## src/hw/seq_pkg.sv

```systemverilog
// Purpose: shared constants for the multi-step speed sequencer
// Assumes: 20 MHz mclk, 32-bit classic Wishbone register bus
// Notes: durations count in tenths of the selected time unit
package seq_pkg;
    // clock and time base
    localparam int CLK_PERIOD_NS = 50;
    localparam longint TENTH_SEC_NS = 100000000;
    localparam int TENTH_CYCLES = int'(TENTH_SEC_NS / CLK_PERIOD_NS);
    localparam int MIN_FACTOR = 60;

    // register byte offsets
    localparam logic [7:0] OFS_CTRL = 8'h00;
    localparam logic [7:0] OFS_DIR = 8'h04;
    localparam logic [7:0] OFS_MAIN = 8'h08;
    localparam logic [7:0] OFS_LIMIT = 8'h0C;
    localparam logic [7:0] OFS_STATUS = 8'h10;
    localparam logic [7:0] OFS_ELAPSED = 8'h14;
    localparam logic [1:0] PAGE_PRESET = 2'h1;
    localparam logic [1:0] PAGE_DUR = 2'h2;

    // control field positions
    localparam int CTRL_CYC_LSB = 0;
    localparam int CTRL_RESTART = 4;
    localparam int CTRL_RETAIN = 5;
    localparam int CTRL_UNIT = 6;

    // status field positions
    localparam int STAT_STAGE_LSB = 0;
    localparam int STAT_RUN = 4;
    localparam int STAT_HOLD = 5;
    localparam int STAT_DIR = 8;
    localparam int STAT_RESUME = 9;

    // reset values, duration ceiling and last stage
    localparam logic [6:0] CTRL_RST = 7'h00;
    localparam logic [15:0] DIR_RST = 16'h0000;
    localparam logic [15:0] MAIN_RST = 16'h01F4;
    localparam logic [15:0] LO_RST = 16'h0000;
    localparam logic [15:0] HI_RST = 16'h01F4;
    localparam logic [15:0] DUR_RST = 16'h0000;
    localparam logic [15:0] DUR_MAX = 16'hFDE8;
    localparam logic [3:0] LAST_STAGE = 4'hF;

    // cycle modes
    localparam logic [1:0] CYC_ONCE = 2'h0;
    localparam logic [1:0] CYC_HOLD = 2'h1;
    localparam logic [1:0] CYC_LOOP = 2'h2;

    typedef enum logic [2:0] {
        ST_IDLE = 3'b001,
        ST_RUN = 3'b010,
        ST_HOLD = 3'b100
    } seq_state_t;
endpackage

```

## src/hw/seq_time_base.sv

```systemverilog
// Purpose: tick generator, one pulse per tenth of a second or minute
// Assumes: clear restarts the partial interval
// Notes: minute mode divides ticks by sixty
`timescale 1ns/10ps
module seq_time_base
    import seq_pkg::*;
#(
    parameter int TENTH_CYCLES_P = TENTH_CYCLES
) (
    input wire logic mclk,
    input wire logic srst,
    input wire logic clear,
    input wire logic minute_sel,
    output logic tick
);
    if (TENTH_CYCLES_P < 1) begin : g_chk
        $error("TENTH_CYCLES_P must be at least one");
    end

    logic [31:0] cyc_reg;
    logic [5:0] sub_reg;
    wire tenth_end = (cyc_reg == 32'(TENTH_CYCLES_P - 1));
    wire sub_end = (sub_reg == 6'(MIN_FACTOR - 1));

    // tick lands on the last tenth of the chain
    assign tick = tenth_end && (!minute_sel || sub_end) && !clear;

    // counters; clear keeps a resumed stage from inheriting a stale fraction
    always_ff @(posedge mclk) begin
        if (srst || clear || tenth_end) begin
            cyc_reg <= 32'h0;
        end else begin
            cyc_reg <= cyc_reg + 32'h1;
        end
        if (srst || clear || !minute_sel || (tenth_end && sub_end)) begin
            sub_reg <= 6'h00;
        end else if (tenth_end) begin
            sub_reg <= sub_reg + 6'h01;
        end
    end
endmodule

```

## src/hw/seq_freq_select.sv

```systemverilog
// Purpose: pick the stage frequency and clamp presets to the limits
// Assumes: stage zero follows the main setpoint unclamped
// Notes: output registered, one cycle behind the stage
`timescale 1ns/10ps
module seq_freq_select
    import seq_pkg::*;
(
    input wire logic mclk,
    input wire logic srst,
    input wire logic [3:0] stage,
    input wire logic [15:0] main_freq,
    input wire logic [15:0] preset_freq,
    input wire logic [15:0] lo_limit,
    input wire logic [15:0] hi_limit,
    output logic [15:0] freq_out
);
    // clamp presets between lower and upper limit
    wire [15:0] above_lo = (preset_freq < lo_limit) ? lo_limit : preset_freq; // RQ12
    wire [15:0] clamped = (above_lo > hi_limit) ? hi_limit : above_lo; // RQ12
    wire [15:0] pick = (stage == 4'h0) ? main_freq : clamped; // RQ11

    always_ff @(posedge mclk) begin
        if (srst) begin
            freq_out <= 16'h0000;
        end else begin
            freq_out <= pick;
        end
    end
endmodule

```

## src/hw/speed_sequencer.sv

```systemverilog
// Purpose: sixteen-stage preset speed sequencer with Wishbone registers
// Assumes: run, stop, fault and power-fail arrive as asynchronous pins
// Notes: retained progress lives outside; restore inputs read once after reset
//
// The implementer's own choices: the Wishbone slave port and the placing of the registers.
`timescale 1ns/10ps

// Summary of operation
// (RQ1) direction word is sixteen bits, bit n weighted by two to the n
// (RQ2) cycle mode 0: one pass then stop; fresh run needed
// (RQ3) cycle mode 1: after one pass hold last stage frequency and direction
// (RQ4) cycle mode 2: wrap to first stage after each pass until stopped
// (RQ5) restart mode 0: start after stop or fault begins at stage zero
// (RQ6) restart mode 1: record elapsed time, resume that stage for remainder
// (RQ7) retain setting 0 discards progress at power loss, 1 keeps it; boot sees retain at reset value 0, so progress never resumes
// (RQ8) when retaining, save active stage and frequency before power goes
// (RQ9) unit setting 0 counts seconds, 1 counts minutes
// (RQ10) restart mode 0 resumes from stage zero after power returns
// (RQ11) each stage has a duration up to 6500.0; stage zero uses main setpoint
// (RQ12) stages 1 to 15 run clamped presets between lower and upper limit
// (RQ13) advance when elapsed reaches duration, stages in ascending order
// (RQ14) stage direction is direction-word bit at the stage number
module speed_sequencer
    import seq_pkg::*;
#(
    parameter int TENTH_CYCLES_P = TENTH_CYCLES
) (
    input wire logic mclk,
    input wire logic srst,
    input wire logic wb_cyc_i,
    input wire logic wb_stb_i,
    input wire logic wb_we_i,
    input wire logic [7:0] wb_adr_i,
    input wire logic [3:0] wb_sel_i,
    input wire logic [31:0] wb_dat_i,
    output logic [31:0] wb_dat_o,
    output logic wb_ack_o,
    input wire logic run_cmd,
    input wire logic stop_cmd,
    input wire logic fault_in,
    input wire logic power_fail,
    input wire logic restore_valid,
    input wire logic [3:0] restore_stage,
    input wire logic [15:0] restore_elapsed,
    output logic [15:0] freq_req,
    output logic dir_rev,
    output logic run_active,
    output logic save_strobe,
    output logic save_valid,
    output logic [3:0] save_stage,
    output logic [15:0] save_elapsed,
    output logic [15:0] save_freq
);
    // software settings
    logic [6:0] ctrl_reg;
    logic [15:0] dir_word_reg;
    logic [15:0] main_reg;
    logic [15:0] lo_reg;
    logic [15:0] hi_reg;
    logic [15:0] preset_mem [1:15];
    logic [15:0] dur_mem [0:15];

    // sequencer state
    seq_state_t state_reg;
    seq_state_t state_next;
    logic [3:0] stage_reg;
    logic [3:0] stage_next;
    logic [15:0] elapsed_reg;
    logic [15:0] elapsed_next;
    logic resume_reg;
    logic [3:0] resume_stage_reg;
    logic [15:0] resume_elapsed_reg;
    logic boot_reg;
    logic [3:0] sync1_reg;
    logic [3:0] sync2_reg;
    logic run_prev_reg;
    logic pf_prev_reg;
    logic tick;
    logic [15:0] freq_w;

    wire [1:0] cycle_mode = ctrl_reg[CTRL_CYC_LSB +: 2];
    wire restart_sel = ctrl_reg[CTRL_RESTART];
    wire retain_sel = ctrl_reg[CTRL_RETAIN];
    wire unit_sel = ctrl_reg[CTRL_UNIT];

    // pins pass two flops; only the second stage is read
    always_ff @(posedge mclk) begin
        sync1_reg <= {power_fail, fault_in, stop_cmd, run_cmd};
        sync2_reg <= sync1_reg;
    end
    wire run_s = sync2_reg[0];
    wire stop_s = sync2_reg[1];
    wire fault_s = sync2_reg[2];
    wire pf_s = sync2_reg[3];

    // command decode; stop and fault outrank a run edge
    wire halt = stop_s || fault_s;
    wire start = run_s && !run_prev_reg && !halt && (state_reg == ST_IDLE) && !boot_reg;
    wire pf_rise = pf_s && !pf_prev_reg;
    wire resume_ok = restart_sel && resume_reg; // RQ6
    wire stage_done = (elapsed_reg >= dur_mem[stage_reg]); // RQ13
    wire last = (stage_reg == LAST_STAGE);

    seq_time_base #(
        .TENTH_CYCLES_P(TENTH_CYCLES_P)
    ) u_time (
        .mclk(mclk),
        .srst(srst),
        .clear(state_reg != ST_RUN),
        .minute_sel(unit_sel), // RQ9
        .tick(tick)
    );

    seq_freq_select u_freq (
        .mclk(mclk),
        .srst(srst),
        .stage(stage_reg),
        .main_freq(main_reg),
        .preset_freq((stage_reg == 4'h0) ? 16'h0000 : preset_mem[stage_reg]),
        .lo_limit(lo_reg),
        .hi_limit(hi_reg),
        .freq_out(freq_w)
    );

    // sequence state machine
    always_comb begin
        state_next = state_reg;
        stage_next = stage_reg;
        elapsed_next = elapsed_reg;
        case (state_reg)
            ST_IDLE: begin
                if (start && resume_ok) begin
                    state_next = ST_RUN; // RQ6
                    stage_next = resume_stage_reg;
                    elapsed_next = resume_elapsed_reg;
                end else if (start) begin
                    state_next = ST_RUN; // RQ5
                    stage_next = 4'h0;
                    elapsed_next = 16'h0000;
                end
            end
            ST_RUN: begin
                if (halt) begin
                    state_next = ST_IDLE;
                end else if (stage_done && !last) begin
                    stage_next = stage_reg + 4'h1; // RQ13
                    elapsed_next = 16'h0000;
                end else if (stage_done) begin
                    case (cycle_mode)
                        CYC_HOLD: begin
                            state_next = ST_HOLD; // RQ3
                        end
                        CYC_LOOP: begin
                            stage_next = 4'h0; // RQ4
                            elapsed_next = 16'h0000;
                        end
                        default: begin
                            state_next = ST_IDLE; // RQ2
                        end
                    endcase
                end else if (tick) begin
                    elapsed_next = elapsed_reg + 16'h0001; // RQ13
                end
            end
            ST_HOLD: begin
                if (halt) begin
                    state_next = ST_IDLE;
                end
            end
            default: begin
                state_next = ST_IDLE;
            end
        endcase
    end

    always_ff @(posedge mclk) begin
        if (srst) begin
            state_reg <= ST_IDLE;
            stage_reg <= 4'h0;
            elapsed_reg <= 16'h0000;
            run_prev_reg <= 1'b1;
            pf_prev_reg <= 1'b0;
        end else begin
            state_reg <= state_next;
            stage_reg <= stage_next;
            elapsed_reg <= elapsed_next;
            run_prev_reg <= run_s;
            pf_prev_reg <= pf_s;
        end
    end

    // resume point: set on interruption, cleared by a start or by a halt from hold
    always_ff @(posedge mclk) begin
        if (srst) begin
            boot_reg <= 1'b1;
            resume_reg <= 1'b0;
            resume_stage_reg <= 4'h0;
            resume_elapsed_reg <= 16'h0000;
        end else if (boot_reg) begin
            boot_reg <= 1'b0;
            resume_reg <= restore_valid && retain_sel && restart_sel; // RQ7 RQ10
            resume_stage_reg <= restore_stage;
            resume_elapsed_reg <= restore_elapsed;
        end else if (state_reg == ST_RUN && halt) begin
            resume_reg <= 1'b1; // RQ6
            resume_stage_reg <= stage_reg;
            resume_elapsed_reg <= elapsed_reg;
        end else if (start || (state_reg == ST_HOLD && halt)) begin
            resume_reg <= 1'b0;
        end
    end

    // power-fail snapshot for the external store
    always_ff @(posedge mclk) begin
        if (srst) begin
            save_strobe <= 1'b0;
            save_valid <= 1'b0;
            save_stage <= 4'h0;
            save_elapsed <= 16'h0000;
            save_freq <= 16'h0000;
        end else begin
            save_strobe <= pf_rise && retain_sel; // RQ8
            if (pf_rise) begin
                save_valid <= retain_sel && (state_reg == ST_RUN || resume_reg); // RQ7
                save_stage <= (state_reg == ST_RUN) ? stage_reg : resume_stage_reg; // RQ8
                save_elapsed <= (state_reg == ST_RUN) ? elapsed_reg : resume_elapsed_reg;
                save_freq <= freq_w; // RQ8
            end
        end
    end

    // drive outputs; frequency held at zero while idle
    always_ff @(posedge mclk) begin
        if (srst) begin
            dir_rev <= 1'b0;
            run_active <= 1'b0;
        end else begin
            dir_rev <= dir_word_reg[stage_reg]; // RQ14 RQ1
            run_active <= (state_reg != ST_IDLE);
        end
    end
    assign freq_req = run_active ? freq_w : 16'h0000;

    // bus decode
    wire wb_req = wb_cyc_i && wb_stb_i && !wb_ack_o;
    wire wb_wr = wb_req && wb_we_i;
    wire [3:0] idx = wb_adr_i[5:2];
    wire hit_ctrl = (wb_adr_i == OFS_CTRL);
    wire hit_dir = (wb_adr_i == OFS_DIR);
    wire hit_main = (wb_adr_i == OFS_MAIN);
    wire hit_limit = (wb_adr_i == OFS_LIMIT);
    wire hit_preset = (wb_adr_i[7:6] == PAGE_PRESET) && (idx != 4'h0) && (wb_adr_i[1:0] == 2'h0);
    wire hit_dur = (wb_adr_i[7:6] == PAGE_DUR) && (wb_adr_i[1:0] == 2'h0);
    wire [31:0] bmask = {{8{wb_sel_i[3]}}, {8{wb_sel_i[2]}}, {8{wb_sel_i[1]}}, {8{wb_sel_i[0]}}};
    wire [31:0] status_w = {22'h0, resume_reg, dir_rev, 2'h0, (state_reg == ST_HOLD),
                            run_active, stage_reg};
    wire [15:0] keep_m = ~bmask[15:0];
    wire [15:0] din_m = wb_dat_i[15:0] & bmask[15:0];
    wire [15:0] dur_wr = (dur_mem[idx] & keep_m) | din_m;
    wire [31:0] rd_w = hit_ctrl ? {25'h0, ctrl_reg} :
                       hit_dir ? {16'h0, dir_word_reg} :
                       hit_main ? {16'h0, main_reg} :
                       hit_limit ? {hi_reg, lo_reg} :
                       (wb_adr_i == OFS_STATUS) ? status_w :
                       (wb_adr_i == OFS_ELAPSED) ? {16'h0, elapsed_reg} :
                       hit_preset ? {16'h0, preset_mem[idx]} :
                       hit_dur ? {16'h0, dur_mem[idx]} : 32'h0000_0000;

    // one-wait-state slave; unmapped reads return zero
    always_ff @(posedge mclk) begin
        if (srst) begin
            wb_ack_o <= 1'b0;
            wb_dat_o <= 32'h0000_0000;
        end else begin
            wb_ack_o <= wb_req;
            wb_dat_o <= wb_req ? rd_w : 32'h0000_0000;
        end
    end

    // settings writes, byte-lane masked
    always_ff @(posedge mclk) begin
        if (srst) begin
            ctrl_reg <= CTRL_RST;
            dir_word_reg <= DIR_RST;
            main_reg <= MAIN_RST;
            lo_reg <= LO_RST;
            hi_reg <= HI_RST;
        end else if (wb_wr) begin
            if (hit_ctrl && wb_sel_i[0]) begin
                ctrl_reg <= wb_dat_i[6:0];
            end else if (hit_dir) begin
                dir_word_reg <= (dir_word_reg & keep_m) | din_m; // RQ1
            end else if (hit_main) begin
                main_reg <= (main_reg & keep_m) | din_m;
            end else if (hit_limit) begin
                lo_reg <= (lo_reg & keep_m) | din_m;
                hi_reg <= (hi_reg & ~bmask[31:16]) | (wb_dat_i[31:16] & bmask[31:16]);
            end
        end
    end

    // stage tables; durations saturate at the largest setting
    genvar gi;
    for (gi = 0; gi < 16; gi = gi + 1) begin : g_tab
        always_ff @(posedge mclk) begin
            if (srst) begin
                dur_mem[gi] <= DUR_RST;
            end else if (wb_wr && hit_dur && idx == 4'(gi)) begin
                dur_mem[gi] <= (dur_wr > DUR_MAX) ? DUR_MAX : dur_wr; // RQ11
            end
        end
        if (gi > 0) begin : g_pre
            always_ff @(posedge mclk) begin
                if (srst) begin
                    preset_mem[gi] <= 16'(gi * 30);
                end else if (wb_wr && hit_preset && idx == 4'(gi)) begin
                    preset_mem[gi] <= (preset_mem[gi] & keep_m) | din_m; // RQ12
                end
            end
        end
    end
endmodule

```

## config.mk

```make
export PLATFORM = sky130hd
export DESIGN_NAME = speed_sequencer
export DESIGN_NICKNAME = d
export VERILOG_FILES = /design/src/hw/seq_pkg.sv /design/src/hw/seq_time_base.sv /design/src/hw/seq_freq_select.sv /design/src/hw/speed_sequencer.sv
export SDC_FILE = /design/constraint.sdc
export NUM_CORES = 2
export LEC_CHECK = 0
export BUFFER_PORTS_ARGS = -buffer_cell sky130_fd_sc_hd__buf_2
export CORE_MARGIN = 2
export CORE_UTILIZATION = 25
export CTS_BUF_LIST = sky130_fd_sc_hd__clkbuf_2
export CTS_CLUSTER_SIZE = 14
export DETAILED_ROUTE_END_ITERATION = 8
export MAX_ROUTING_LAYER = met4
export PLACE_DENSITY = 0.5
export SYNTH_ARGS = -nofsm -noshare
export SYNTH_HDL_FRONTEND = slang
export SYNTH_SLANG_ARGS = --single-unit
```

## constraint.sdc

```tcl
create_clock -name mclk -period 15.95 [get_ports mclk]
set_input_delay 0.7975 -clock mclk [delete_from_list [all_inputs] [get_ports mclk]]
set_output_delay 0.7975 -clock mclk [all_outputs]
set_load 0.02 [all_outputs]
```

==> summary.md <==
| Metric | Value |
|---|---|
| Area enclosed by the die boundary | roughly 0.16 mm^2 |
| Rel. slew slack | 9.814% |
| Grt total ovfl | 0 |
| Largest register by flop count | dur_mem |
| Mean cell area of the mapped netlist | between 10 and 15 um^2 |
| Routability congestion estimate | 0.8964 |
| Share of async-settable or async-resettable flops after synthesis | 0% |
| Series of cell instances along the critical path | buf_12 -> mux4_2 -> mux4_2 -> and2_1 -> ha_1 -> nand2_1 -> or3_1 -> nor3_1 -> o31a_1 -> nor2_2 -> buf_4 -> nor2_1 -> a22o_1 -> ha_1 -> a21o_1 -> a221o_1 -> a221oi_1 -> o221ai_1 -> o21ai_0 -> buf_4 -> and2_0 -> a31oi_1 |
| Combinational power share | 10.7% |
| Dpl cell area | around 0.043 mm^2 |
| 1st-iter DRT viols | 3,423 |
| Leak Pwr | 16.16 nW |
| Mean routed wirelength per cell | 25.10 um |
| Final setup vio count | 0 |
| Count of H-tree levels built during CTS | 4 |
| Result of the run | finished clean |
| Internal Dissipation | 2.794 mW |
| Standard-cell row count | approximately 150 |
| Transition time at the pin with the least slew margin | around 1300 ps |
| Total power divided by cell area | between 80 and 90 mW/mm^2 |
| Count of pins on the block boundary | 163 |
| Die Y | 403.1 um |
| Port Buffers | approximately 160 |
| Net Sw Frac | 29.21% |
| Master cell of the clock root buffer | sky130_fd_sc_hd__clkbuf_2 |
| TritonCTS clock tree | done |
| Startpoint type of the worst setup path | register |
| Number of global-route vias before repair | ~31,000 |
| Reg power frac | 54.6% |
| Proportion of netlist area held by the largest area contributor | between 30% and 40% |
| Synthesized flop and latch total | 753 |
| Final routed wirelength across all metal layers | between 150 and 200 mm |
| Distinct cell type count of the synthesized netlist | 75 |
| Number of flip-flops in the largest register | around 260 |
| Delay of the slowest cell on the worst path | approximately 950 ps |
| Layout cell share with drive strength beyond 1 | 21.51% |
| Cell at the slowest stage of the critical path | sky130_fd_sc_hd__dfxtp_4 |
| Final ANT Viol Nets | 0 |
| Post-layout min period | between 8000 and 9000 ps |
| Cell type with the highest aggregate area in the netlist | sky130_fd_sc_hd__edfxtp_1 |
| Worst setup EP type | register |
| All-Layer GR Usage | a little under a fifth |
| Crit path required time | around 17,000 ps |
| Layout overhead on the synthesized area | 16.67% |
| Number of buffers inserted by hold repair at cts | between 150 and 200 |
| Inst Count DP | about 5,500 |
| Top cells by area in the synthesized netlist | sky130_fd_sc_hd__edfxtp_1, sky130_fd_sc_hd__mux4_2, sky130_fd_sc_hd__dfxtp_1, sky130_fd_sc_hd__a21oi_1, sky130_fd_sc_hd__nand2_1 |
| Switching power | approximately 1.2 mW |
| Post-route fraction of the period consumed by the critical path | between 50% and 60% |
| Reg clk slew, reported paths | ~120 ps |
| Clock network fraction of total power | between 30% and 40% |
| Most used flip-flop cell after synthesis | sky130_fd_sc_hd__edfxtp_1 |
| FMAX | between 100 and 150 MHz |
| Number of flops mapped to enable cells by yosys | approximately 500 |
| First-pass iteration count of the detailed router | 8 |
| Core area | approximately 0.16 mm^2 |
| Reg2reg setup slack | between 7000 and 8000 ps |
| Die X | 403.1 um |
| Final number of max-transition violations | 0 |
| TritonCTS Buffers | ~190 |
| Bufs on Longest Clock Path | 3 |
| Arr. time, crit path | slightly below 10,000 ps |
| Number of violations of the max-capacitance limit | 0 |
| # nets final | around 4,000 |
| Post-CTS Repair Setup Buffers | 0 |
| Type of the worst setup path | reg2reg |
| Sequential element share of the synthesized area | about half |
| Gate count of the mapped netlist | between 3,000 and 4,000 |
| Launch instance of the worst min-delay path | wb_dat_i[5] |
| Starting Density | 25.17% |
| Total Negative Setup Slacks | 0 ps |
| Final Non-Filler Cells | 6,072 |
| First-pass GRT wire length | approximately 220 mm |
| Maximum number of pins on one net before global-route repair | 121 |
| Count of cells resized by post-cts repair | 0 |
| Post-Syn Area | about 0.04 mm^2 |
| Kind of path behind the tightest hold check | in2reg |
| Avg Vias per Cell | ~5.3 |
| Antenna violations before repair | 3 |
| Source-to-sink clock delay at the later pin of the worst-skew pair | 1650 ps |
| Worst-case clock skew | 135.4 ps |
| Setup repair after global routing missed its margin | false |
| Final count of hold timing violations | 0 |
| Final HPWL DP | ~100 mm |
| Via count of the routed design | roughly 32,000 |
| Synthesized Nets | 3,661 |
| Worst Path Max Fanout | 85 |
| Final instance area | between 0.04 and 0.05 mm^2 |
| Residual DRC | 0 |
| Largest registers ranked by flip-flop count | dur_mem (256), preset_mem (240) |
| Number of synthesis warnings | 0 |
| IR drop worst, VDD | between 40 and 50 uV |
| # clock sinks | roughly 750 |
| Post-Route Utilization | about 29% |
## placed cells by master (no fill, tap or decap), types with 9 or more instances in the layout
cell / instances
sky130_fd_sc_hd__nand4_1: 16
sky130_fd_sc_hd__a31oi_1: 26
sky130_fd_sc_hd__nor2_1: 360
sky130_fd_sc_hd__nor3_1: 33
sky130_fd_sc_hd__xnor2_1: 9
sky130_fd_sc_hd__clkbuf_2: 270
sky130_fd_sc_hd__ha_1: 52
sky130_fd_sc_hd__dlygate4sd3_1: 190
sky130_fd_sc_hd__mux2i_1: 111
sky130_fd_sc_hd__a21o_1: 15
sky130_fd_sc_hd__a32o_1: 12
sky130_fd_sc_hd__inv_1: 60
sky130_fd_sc_hd__o211ai_1: 23
sky130_fd_sc_hd__xor2_1: 25
sky130_fd_sc_hd__o31ai_1: 9
sky130_fd_sc_hd__a221oi_1: 13
sky130_fd_sc_hd__nor3b_1: 34
sky130_fd_sc_hd__nand3_1: 153
sky130_fd_sc_hd__mux4_2: 272
sky130_fd_sc_hd__nor2b_1: 14
sky130_fd_sc_hd__a22oi_1: 31
sky130_fd_sc_hd__a211oi_1: 11
sky130_fd_sc_hd__buf_2: 157
sky130_fd_sc_hd__nand2_1: 368
sky130_fd_sc_hd__o21ai_4: 12
sky130_fd_sc_hd__a21oi_1: 384
sky130_fd_sc_hd__edfxtp_1: 496
sky130_fd_sc_hd__o21ai_2: 19
sky130_fd_sc_hd__and3b_1: 16
sky130_fd_sc_hd__nand2b_1: 132
sky130_fd_sc_hd__a22o_1: 21
sky130_fd_sc_hd__buf_4: 86
sky130_fd_sc_hd__and2_1: 42
sky130_fd_sc_hd__and3_1: 24
sky130_fd_sc_hd__o21ai_0: 52
sky130_fd_sc_hd__dfxtp_1: 253
sky130_fd_sc_hd__or3_1: 21
sky130_fd_sc_hd__a311oi_1: 23
sky130_fd_sc_hd__clkinv_1: 41
## stage by stage
stage	hold slack [ps]	power [mW]	setup slack, ps
after floorplan	309.6	2.425	9477
after CTS	8.604	3.973	7421
after global routing	114.5	4.094	6845
after detailed placement	312.1	2.587	7539
final	204.6	3.947	7393
after global placement	314.6	2.585	7520
## Yosys cell counts, types with 9 or more instances
master / instances
sky130_fd_sc_hd__xor2_1: 25
sky130_fd_sc_hd__or3_1: 21
sky130_fd_sc_hd__a31oi_1: 26
sky130_fd_sc_hd__a21oi_1: 384
sky130_fd_sc_hd__inv_1: 61
sky130_fd_sc_hd__buf_1: 22
sky130_fd_sc_hd__a221oi_1: 13
sky130_fd_sc_hd__o31ai_1: 9
sky130_fd_sc_hd__o211ai_1: 23
sky130_fd_sc_hd__buf_2: 33
sky130_fd_sc_hd__nand2b_1: 132
sky130_fd_sc_hd__a211oi_1: 11
sky130_fd_sc_hd__dfxtp_1: 257
sky130_fd_sc_hd__a22oi_1: 31
sky130_fd_sc_hd__nand4_1: 16
sky130_fd_sc_hd__nor3_1: 33
sky130_fd_sc_hd__ha_1: 52
sky130_fd_sc_hd__mux4_2: 272
sky130_fd_sc_hd__xnor2_1: 9
sky130_fd_sc_hd__nor2b_1: 15
sky130_fd_sc_hd__a22o_1: 21
sky130_fd_sc_hd__o21ai_0: 83
sky130_fd_sc_hd__and3_1: 24
sky130_fd_sc_hd__and2_1: 42
sky130_fd_sc_hd__a311oi_1: 23
sky130_fd_sc_hd__mux2i_1: 111
sky130_fd_sc_hd__nor2_1: 362
sky130_fd_sc_hd__and3b_1: 16
sky130_fd_sc_hd__a21o_1: 15
sky130_fd_sc_hd__nand2_1: 368
sky130_fd_sc_hd__nor3b_1: 35
sky130_fd_sc_hd__buf_6: 10
sky130_fd_sc_hd__nand3_1: 153
sky130_fd_sc_hd__edfxtp_1: 496
sky130_fd_sc_hd__clkbuf_1: 235
sky130_fd_sc_hd__a32o_1: 12
## critical path: cells and delay by family (launching register included)
| kind | cells | cell delay, ps |
|---|---|---|
| flops | 1 | 950 |
| buf+inv | 3 | 1050 |
| fa+ha+maj | 2 | 520 |
| compound gates | 8 | 1980 |
| simple gates | 7 | 2450 |
| mux | 2 | 1170 |
## cell families (layout without fill, tap and decap cells)
group | Yosys count | count (layout) | share of synthesized area (%)
simple gates | 1246 | 1246 | 14.74
other cells | 0 | 7 | 0
fa+ha+maj | 52 | 52 | 1.634
compound gates | 696 | 696 | 10.49
flops | 753 | 753 | 50.33
mux | 384 | 384 | 18.20
buf+inv | 370 | 828 | 3.850
xor+xnor | 34 | 34 | 0.7479
## worst paths after layout
check	to	depth (start not counted)
worst max-delay path	u_freq.freq_out[4]	22
worst min-delay path	register	4
worst max register to register	u_freq.freq_out[4]	22
worst min register to register	sync2_reg[1]	0
## metal layers
layer	vias up	track usage (%)	wire (um)
met5	-	-	0
met4	0	7.418	5935
met3	342	3.976	12590
met2	1657	30.00	72520
met1	16100	23.48	61350
li1	13950	-	-
## power by group through the flow
| stage | clock network, mW | registers, mW | logic [mW] |
|---|---|---|---|
| floorplan | 0 | 2.19 | 0.234 |
| global placement | 0 | 2.20 | 0.386 |
| detailed placement | 0 | 2.20 | 0.387 |
| CTS | 1.40 | 2.16 | 0.418 |
| global route | 1.49 | 2.16 | 0.444 |
| finish | 1.37 | 2.16 | 0.423 |
## final cells by class
class / instances / area, um^2
diodes: 7 / 17.52
repair buffers: 436 / 3376
inverters: 62 / 235.2
clock inverters: 60 / 349.1
well taps: 2072 / 2592
flip-flops and latches: 753 / 20050
fillers: 16400 / 111700
clock buffers: 270 / 1351
multi-input cells: 2412 / 18480
Note: power is estimated with default switching activity, not from simulation.
